--- src/hw/scan_watchdog_pkg.sv ---
// Purpose: shared constants and types for the scan watchdog and run-stop supervisor
// Assumes: pclk at 125 MHz, APB with 32-bit data
// Notes: register offsets are byte addresses of aligned words

package scan_watchdog_pkg;

	// ****************************************
	// timing
	// ****************************************
	localparam int CLK_PERIOD_NS = 8;
	localparam int TICK_NS = 1000000;
	localparam int TICK_CYCLES = TICK_NS / CLK_PERIOD_NS;
	localparam logic [13:0] WD_BASE_MS = 14'h0082;
	localparam logic [13:0] WD_STEP_MS = 14'h0064;
	localparam logic [6:0] BCD_TEN = 7'h0A;

	// ****************************************
	// register map
	// ****************************************
	localparam logic [7:0] OFS_STATUS = 8'h00;
	localparam logic [7:0] OFS_MASK = 8'h04;
	localparam logic [7:0] OFS_CONTROL = 8'h08;
	localparam logic [7:0] OFS_WD_STATE = 8'h0C;

	// status and mask bit positions
	localparam int EV_WD_TIMEOUT = 0;
	localparam int EV_SEQ_ERROR = 1;
	localparam int EV_RUN_STOP = 2;
	localparam int EV_RESUME = 3;
	localparam int EV_COUNT = 4;

	// control bit positions, mask and control reset values
	localparam int CTL_WD_ENABLE = 0;
	localparam int CTL_FAULT_RELEASE = 1;
	localparam logic [3:0] MASK_RESET = 4'h0;
	localparam logic CTL_WD_ENABLE_RESET = 1'b1;

	// wd_state field positions
	localparam int WS_STOP_IND = 16;
	localparam int WS_ERR_FLAG = 17;
	localparam int WS_STATE_LO = 20;

	// ****************************************
	// types
	// ****************************************
	typedef enum logic [2:0] {
		kind_other,
		kind_load_contact,
		kind_refresh,
		kind_run_stop,
		kind_scan_end
	} instr_kind_t;

	typedef struct packed {
		logic valid;
		instr_kind_t kind;
		logic cond_result;
		logic [15:0] operand0;
		logic [15:0] operand1;
		logic [15:0] operand2;
	} instr_t;

	typedef enum logic [1:0] {
		st_run,
		st_stopped,
		st_wd_fault
	} sup_state_t;

endpackage : scan_watchdog_pkg

--- src/hw/scan_watchdog_run_stop.sv ---
// Purpose: scan watchdog with refresh count and run-stop supervision, APB registers
// Assumes: instruction stream from the sequencer is synchronous to pclk
// Notes: all state frozen while ce is low

`timescale 1ns/1ns

module scan_watchdog_run_stop
	import scan_watchdog_pkg::*;
#(
	parameter int TICK_CYC = TICK_CYCLES
)
(
	// clock, reset, enable
	input wire logic pclk,
	input wire logic presetn,
	input wire logic ce,
	// apb slave
	input wire logic psel,
	input wire logic penable,
	input wire logic pwrite,
	input wire logic [7:0] paddr,
	input wire logic [31:0] pwdata,
	output logic [31:0] prdata,
	output logic pready,
	output logic pslverr,
	// instruction sequencer
	input wire instr_t instr,
	input wire logic monitor_relay,
	input wire logic err_flag_clear,
	input wire logic stop_ind_clear,
	output logic halt,
	output logic restart,
	output logic wd_error,
	output logic err_flag,
	output logic stop_ind,
	// interrupt
	output logic irq
);

	// ****************************************
	// declarations
	// ****************************************
	sup_state_t state;
	logic [31:0] tick_cnt;
	logic ms_tick;
	logic [13:0] wd_ms;
	logic [13:0] refresh_period;
	logic [6:0] refresh_n;
	logic wd_reload;
	logic [13:0] wd_load_val;
	logic wd_expire;
	logic prev_load;
	logic rs_seq_err;
	logic rs_take;
	logic resume;
	logic [EV_COUNT-1:0] status;
	logic [EV_COUNT-1:0] mask;
	logic [EV_COUNT-1:0] events;
	logic wd_enable;
	logic acc_ok;
	logic wr_en;
	logic rd_setup;
	logic fault_release;
	logic mapped;
	logic in_run;
	logic exec;

	// ****************************************
	// instruction decode
	// ****************************************
	assign in_run = (state == st_run);
	assign exec = ce && instr.valid && in_run;

	// count from the first operand as two bcd digits, other operands unused
	assign refresh_n = 7'(instr.operand0[7:4]) * BCD_TEN + 7'(instr.operand0[3:0]);
	assign refresh_period = WD_BASE_MS + WD_STEP_MS * 14'(refresh_n);

	// reload on a taken refresh or on scan end
	always_comb
	begin
		wd_reload = 1'b0;
		wd_load_val = WD_BASE_MS;
		if (exec && instr.kind == kind_refresh && instr.cond_result)
		begin
			wd_reload = 1'b1;
			wd_load_val = refresh_period;
		end
		else if (exec && instr.kind == kind_scan_end)
		begin
			wd_reload = 1'b1;
			wd_load_val = WD_BASE_MS;
		end
	end

	// run-stop decisions
	assign rs_seq_err = exec && instr.kind == kind_run_stop && !prev_load;
	assign rs_take = exec && instr.kind == kind_run_stop && prev_load && !instr.cond_result;
	assign resume = ce && (state == st_stopped) && monitor_relay;

	// remembers whether the last instruction was a load-contact
	always_ff @(posedge pclk or negedge presetn)
	begin
		if (!presetn)
			prev_load <= 1'b0;
		else if (exec)
			prev_load <= (instr.kind == kind_load_contact);
	end

	// ****************************************
	// watchdog timer
	// ****************************************
	// millisecond prescaler, restarted on each reload
	always_ff @(posedge pclk or negedge presetn)
	begin
		if (!presetn)
			tick_cnt <= '0;
		else if (ce)
		begin
			if (wd_reload || ms_tick || !in_run)
				tick_cnt <= '0;
			else
				tick_cnt <= tick_cnt + 32'h00000001;
		end
	end

	assign ms_tick = in_run && (tick_cnt == 32'(TICK_CYC - 1));
	assign wd_expire = ce && in_run && wd_enable && ms_tick && !wd_reload && wd_ms <= 14'h0001;

	// remaining milliseconds of the current period
	always_ff @(posedge pclk or negedge presetn)
	begin
		if (!presetn)
			wd_ms <= WD_BASE_MS;
		else if (ce)
		begin
			if (wd_reload || !in_run)
				wd_ms <= wd_reload ? wd_load_val : WD_BASE_MS;
			else if (ms_tick && wd_ms != 14'h0000)
				wd_ms <= wd_ms - 14'h0001;
		end
	end

	// ****************************************
	// supervisor state
	// ****************************************
	always_ff @(posedge pclk or negedge presetn)
	begin
		if (!presetn)
			state <= st_run;
		else if (ce)
		begin
			case (state)
				st_run:
				begin
					if (wd_expire)
						state <= st_wd_fault;
					else if (rs_take)
						state <= st_stopped;
				end
				st_stopped:
				begin
					if (monitor_relay)
						state <= st_run;
				end
				st_wd_fault:
				begin
					if (fault_release)
						state <= st_run;
				end
				default:
					state <= st_run;
			endcase
		end
	end

	// halt and error levels
	assign halt = !in_run;
	assign wd_error = (state == st_wd_fault);

	// cold restart pulse on leaving a halt
	always_ff @(posedge pclk or negedge presetn)
	begin
		if (!presetn)
			restart <= 1'b0;
		else if (ce)
			restart <= resume || (fault_release && state == st_wd_fault);
	end

	// sequence error flag, set wins over clear
	always_ff @(posedge pclk or negedge presetn)
	begin
		if (!presetn)
			err_flag <= 1'b0;
		else if (ce)
		begin
			if (rs_seq_err)
				err_flag <= 1'b1;
			else if (err_flag_clear)
				err_flag <= 1'b0;
		end
	end

	// temporary-stop indicator, only the program clears it
	always_ff @(posedge pclk or negedge presetn)
	begin
		if (!presetn)
			stop_ind <= 1'b0;
		else if (ce)
		begin
			if (resume)
				stop_ind <= 1'b1;
			else if (stop_ind_clear)
				stop_ind <= 1'b0;
		end
	end

	// ****************************************
	// apb slave
	// ****************************************
	assign rd_setup = psel && !penable && ce;
	assign pready = ce && acc_ok;
	assign wr_en = psel && penable && pready && pwrite;
	assign fault_release = wr_en && paddr == OFS_CONTROL && pwdata[CTL_FAULT_RELEASE];
	assign mapped = paddr == OFS_STATUS || paddr == OFS_MASK ||
		paddr == OFS_CONTROL || paddr == OFS_WD_STATE;

	// access phase readiness, armed by the setup cycle
	always_ff @(posedge pclk or negedge presetn)
	begin
		if (!presetn)
			acc_ok <= 1'b0;
		else if (ce)
			acc_ok <= rd_setup;
	end

	// read data and error latched in the setup cycle
	always_ff @(posedge pclk or negedge presetn)
	begin
		if (!presetn)
		begin
			prdata <= 32'h00000000;
			pslverr <= 1'b0;
		end
		else if (rd_setup)
		begin
			pslverr <= !mapped;
			case (paddr)
				OFS_STATUS: prdata <= 32'(status);
				OFS_MASK: prdata <= 32'(mask);
				OFS_CONTROL: prdata <= 32'(wd_enable);
				OFS_WD_STATE:
				begin
					prdata <= 32'(wd_ms);
					prdata[WS_STOP_IND] <= stop_ind;
					prdata[WS_ERR_FLAG] <= err_flag;
					prdata[WS_STATE_LO +: 2] <= state;
				end
				default: prdata <= 32'h00000000;
			endcase
		end
	end

	// mask and control
	always_ff @(posedge pclk or negedge presetn)
	begin
		if (!presetn)
		begin
			mask <= MASK_RESET;
			wd_enable <= CTL_WD_ENABLE_RESET;
		end
		else if (wr_en)
		begin
			if (paddr == OFS_MASK)
				mask <= pwdata[EV_COUNT-1:0];
			if (paddr == OFS_CONTROL)
				wd_enable <= pwdata[CTL_WD_ENABLE];
		end
	end

	// ****************************************
	// interrupts
	// ****************************************
	assign events[EV_WD_TIMEOUT] = wd_expire;
	assign events[EV_SEQ_ERROR] = rs_seq_err;
	assign events[EV_RUN_STOP] = rs_take;
	assign events[EV_RESUME] = resume;

	// sticky status, write one to clear, a new event wins
	always_ff @(posedge pclk or negedge presetn)
	begin
		if (!presetn)
			status <= '0;
		else if (ce)
		begin
			if (wr_en && paddr == OFS_STATUS)
				status <= (status & ~pwdata[EV_COUNT-1:0]) | events;
			else
				status <= status | events;
		end
	end

	assign irq = |(status & mask);
endmodule : scan_watchdog_run_stop

--- config.mk ---
export PLATFORM = sky130hd
export DESIGN_NAME = scan_watchdog_run_stop
export DESIGN_NICKNAME = d
export VERILOG_FILES = /design/src/hw/scan_watchdog_pkg.sv /design/src/hw/scan_watchdog_run_stop.sv
export SDC_FILE = /design/constraint.sdc
export NUM_CORES = 1
export LEC_CHECK = 0
export BUFFER_PORTS_ARGS = -buffer_cell sky130_fd_sc_hd__buf_2
export CORE_ASPECT_RATIO = 0.9
export CORE_UTILIZATION = 38
export CTS_CLUSTER_SIZE = 10
export DETAILED_ROUTE_END_ITERATION = 16
export PLACE_DENSITY_LB_ADDON = 0.05
export REMOVE_ABC_BUFFERS = 1
export SYNTH_ARGS = -nofsm -noshare
export SYNTH_HDL_FRONTEND = slang
export SYNTH_SLANG_ARGS = --single-unit
export TNS_END_PERCENT = 10
--- constraint.sdc ---
create_clock -name pclk -period 5.65 [get_ports pclk]
set_input_delay 0.8475 -clock pclk [delete_from_list [all_inputs] [get_ports pclk]]
set_output_delay 0.8475 -clock pclk [all_outputs]
set_load 0.005 [all_outputs]
==> results.md <==
* Main synth FF type: dfrtp_1
* Initial Utilization at 0.391
* H-tree depth at 3
* Routed WL per cell at between 15 and 20 um
* Reg2Reg Setup Slack at 2.55 ns
* Final setup violation count at 0
* Met2 wire length at roughly 5300 um
* Clk buf depth at 2
* Post-DR vias/cell at 5.37
* Routed WL at approximately 12000 um
* Setup crit end: wd_ms[13]$_DFFE_PN0P_
* Total grt overflow at 0
* Slew headroom at 0.152
* Pwr/cell area at 385 mW/mm^2
* Post-synth EDFFs at 0
* Area contributors post-synth: dfrtp_1 (37%), ha_1 (8.6%), nor2_1 (4.5%), xnor2_1 (4.4%), nand2_1 (2.6%)
* Clock sink count at between 80 and 90
* Post-route design area at roughly 0.0059 mm^2
* Setup TNS at 0 ns
* Worst Setup SP: instr[37]
* Yosys top cell by area: dfrtp_1
* VDD IR max at about 210 uV
* DRT Pass-1 Iters at 11
* Yosys warnings at 0
* CTS Hold Bufs at 0
* Worst Setup Slack, final at around 0.64 ns
* Clk pin slew, worst setup/hold paths at around 0.07 ns
* Nets at 748
* DP Area at 0.00559 mm^2
* Latest clock arrival within the worst-skew pair at 0.35 ns
* Die area at 0.0142 mm^2
* Final Cycle Share at 0.888
* Initial antenna violation count at 0
* CP Data Arrival Time at roughly 5.3 ns
* RR Endpoint: tick_cnt[24]$_DFFE_PN0P_
* Post-Layout Cell Count at 780
* Detail Route Antenna Nets at 0
* P_leak at around 2.8 nW
* Synth async-reset ratio at 1.00
* First DRT Iteration DRCs at about 230
* Share of layout cells above drive strength 1 at 0.160
* CTS tree: yes
* Register area share after synthesis at 0.389
* I/O pin cnt at 142
* Vias in the first global route at between 4000 and 5000
* Crit path kind: primary input to flop
* Synthesized area at around 0.0052 mm^2
* Number of distinct library cells after synthesis at between 60 and 70
* CORE AREA at 0.0134 mm^2
* Max layer used: met4
* Post-CTS setup buffer count at 0
* Most common library cells after synthesis: dfrtp_1 (78), nor2_1 (62), ha_1 (36), nand2_1 (36), o21ai_0 (27)
* Synth top area share at 0.374
* Total track usage at 0.182
* Failing checks: design-rule violations
* Hpwl dp at 8910 um
* Max Freq at roughly 200 MHz
* Worst-path maximum fanout at 6
* Height of the chip at 113 um
* Buffers on Ports at 59
* Fill cells at 1337
* Worst slew pin tran at between 1 and 1.5 ns
* Maxcap violations at 0
* Synthesized area per cell at about 9.4 um^2
* Wl on met1 at 6230 um
* Hold Fails Final Rpt at 0
* Final min period at about 5 ns
* Layout area overhead at 12.9%
* Fin. max-slew vios at 0
* N_diodes at 0
* Clock buffer count from CTS at 9
* Die width at 126 um
* Worst Hold Class: flop to flop
* Final Skew at 0.00970 ns
* Dpl cells at 764
* RR Startpoint: tick_cnt[24]$_DFFE_PN0P_
* Register-to-Register Path Depth at 6
* Largest net degree at the start of global routing at roughly 80
* Outcome: complete, but fails checks
* Cell count after synthesis at about 560
* Count leader, synth: dfrtp_1
* CTS resizes at 0
* Worst Path Required at between 5 and 6 ns
* Core Rows at 40
* Setup WS pre-CTS at around 0.27 ns
* Root buf cell: clkbuf_16
* Via count at between 4000 and 5000
* Unrepaired setup endpoints after global routing: no
* First-pass GRT wire length at between 20000 and 25000 um
* CP endpoint kind: flop
* Post-route DRC at 12
* GP Congestion at 0.805
* Yosys reg bits at 81
* Routed wl met3 at roughly 420 um
* Crit path launch type: primary input
-- power by group --
part           leakage (nW)  switching, W  internal [W]
Clock                 0.138      0.000249      0.000345
Sequential             1.08     0.0000952      0.000649
Combinational          1.54      0.000539      0.000395
-- layout by cell type (no fill, tap or decap), types with 15 or more instances in the layout --
cell,n
nor2_1,62
buf_2,58
ha_1,36
dfrtp_1,78
nor3_1,17
a21oi_1,15
o21ai_0,27
nand4_1,15
nand3_1,17
nand2_1,36
inv_1,24
xnor2_1,26
-- stage by stage --
stage / total power (W) / util / hold WS [ns]
after global routing: 0.00245 / 0.441 / 0.500
after detailed placement: 0.00168 / 0.419 / 0.467
final: 0.00227 / 0.441 / 0.475
after floorplan: 0.00143 / - / 0.461
after global placement: 0.00167 / 0.419 / 0.463
after CTS: 0.00229 / 0.441 / 0.481
-- worst min-delay path by stage --
stage | from | to | slack [ns] | cells after the start
floorplan | acc_ok$_DFFE_PN0P_ | acc_ok$_DFFE_PN0P_ | 0.46 | 1
global placement | prdata[0]$_DFFE_PN0P_ | prdata[0]$_DFFE_PN0P_ | 0.46 | 2
detailed placement | prdata[0]$_DFFE_PN0P_ | prdata[0]$_DFFE_PN0P_ | 0.47 | 2
CTS | prdata[0]$_DFFE_PN0P_ | prdata[0]$_DFFE_PN0P_ | 0.48 | 2
global route | prdata[2]$_DFFE_PN0P_ | prdata[2]$_DFFE_PN0P_ | 0.50 | 2
finish | prdata[0]$_DFFE_PN0P_ | prdata[0]$_DFFE_PN0P_ | 0.48 | 2
-- cell type report --
cell class	count	area [um^2]	area share
Sequential cell	81	2030	0.344
Clock buffer	9	225	0.0382
Inverter	25	93.8	0.0159
Clock inverter	7	78.8	0.0134
Timing Repair Buffer	59	298	0.0505
Multi-Input combinational cell	431	2960	0.502
Tap cell	168	210	0.0356
-- sequential cells by signal, indices dropped and copies added (netlist names) --
signal     flops
stop_ind       1
wd_enable      1
prev_load      1
restart        1
tick_cnt      32
status         4
pslverr        1
acc_ok         1
state          2
wd_ms         14
prdata        18
mask           4
err_flag       1
-- cells by family (layout without fill, tap and decap cells) --
logic type / Yosys count / after routing / share of synthesized area
muxes: 13 / 13 / 0.0290
buffers and inverters: 56 / 100 / 0.0537
xor gates and xnor gates: 39 / 39 / 0.0654
AOI/OAI and AO/OA: 103 / 103 / 0.136
adders and majority gates: 39 / 39 / 0.0977
and+or+nand+nor: 223 / 223 / 0.229
other: 1 / 14 / 0.000718
DFF: 81 / 81 / 0.389
-- layer usage --
metal,GRT usage,vias up
li1,-,2088
met1,0.252,2007
met2,0.283,78
met3,0.0411,15
met4,0.0569,0
met5,0,-
-- critical path, cell delays in order --
cell,delay [ns]
buf_2,0.13
ha_1,0.29
ha_1,0.19
inv_1,0.06
fa_1,0.43
nor3b_1,0.25
xnor2_1,0.25
inv_1,0.14
ha_1,0.30
ha_1,0.30
ha_1,0.30
ha_1,0.37
and3b_1,0.19
a211o_1,0.26
a311oi_1,0.45
nor4b_1,0.12
or3b_1,0.36
No activity file was read; power rests on OpenSTA's default activity.
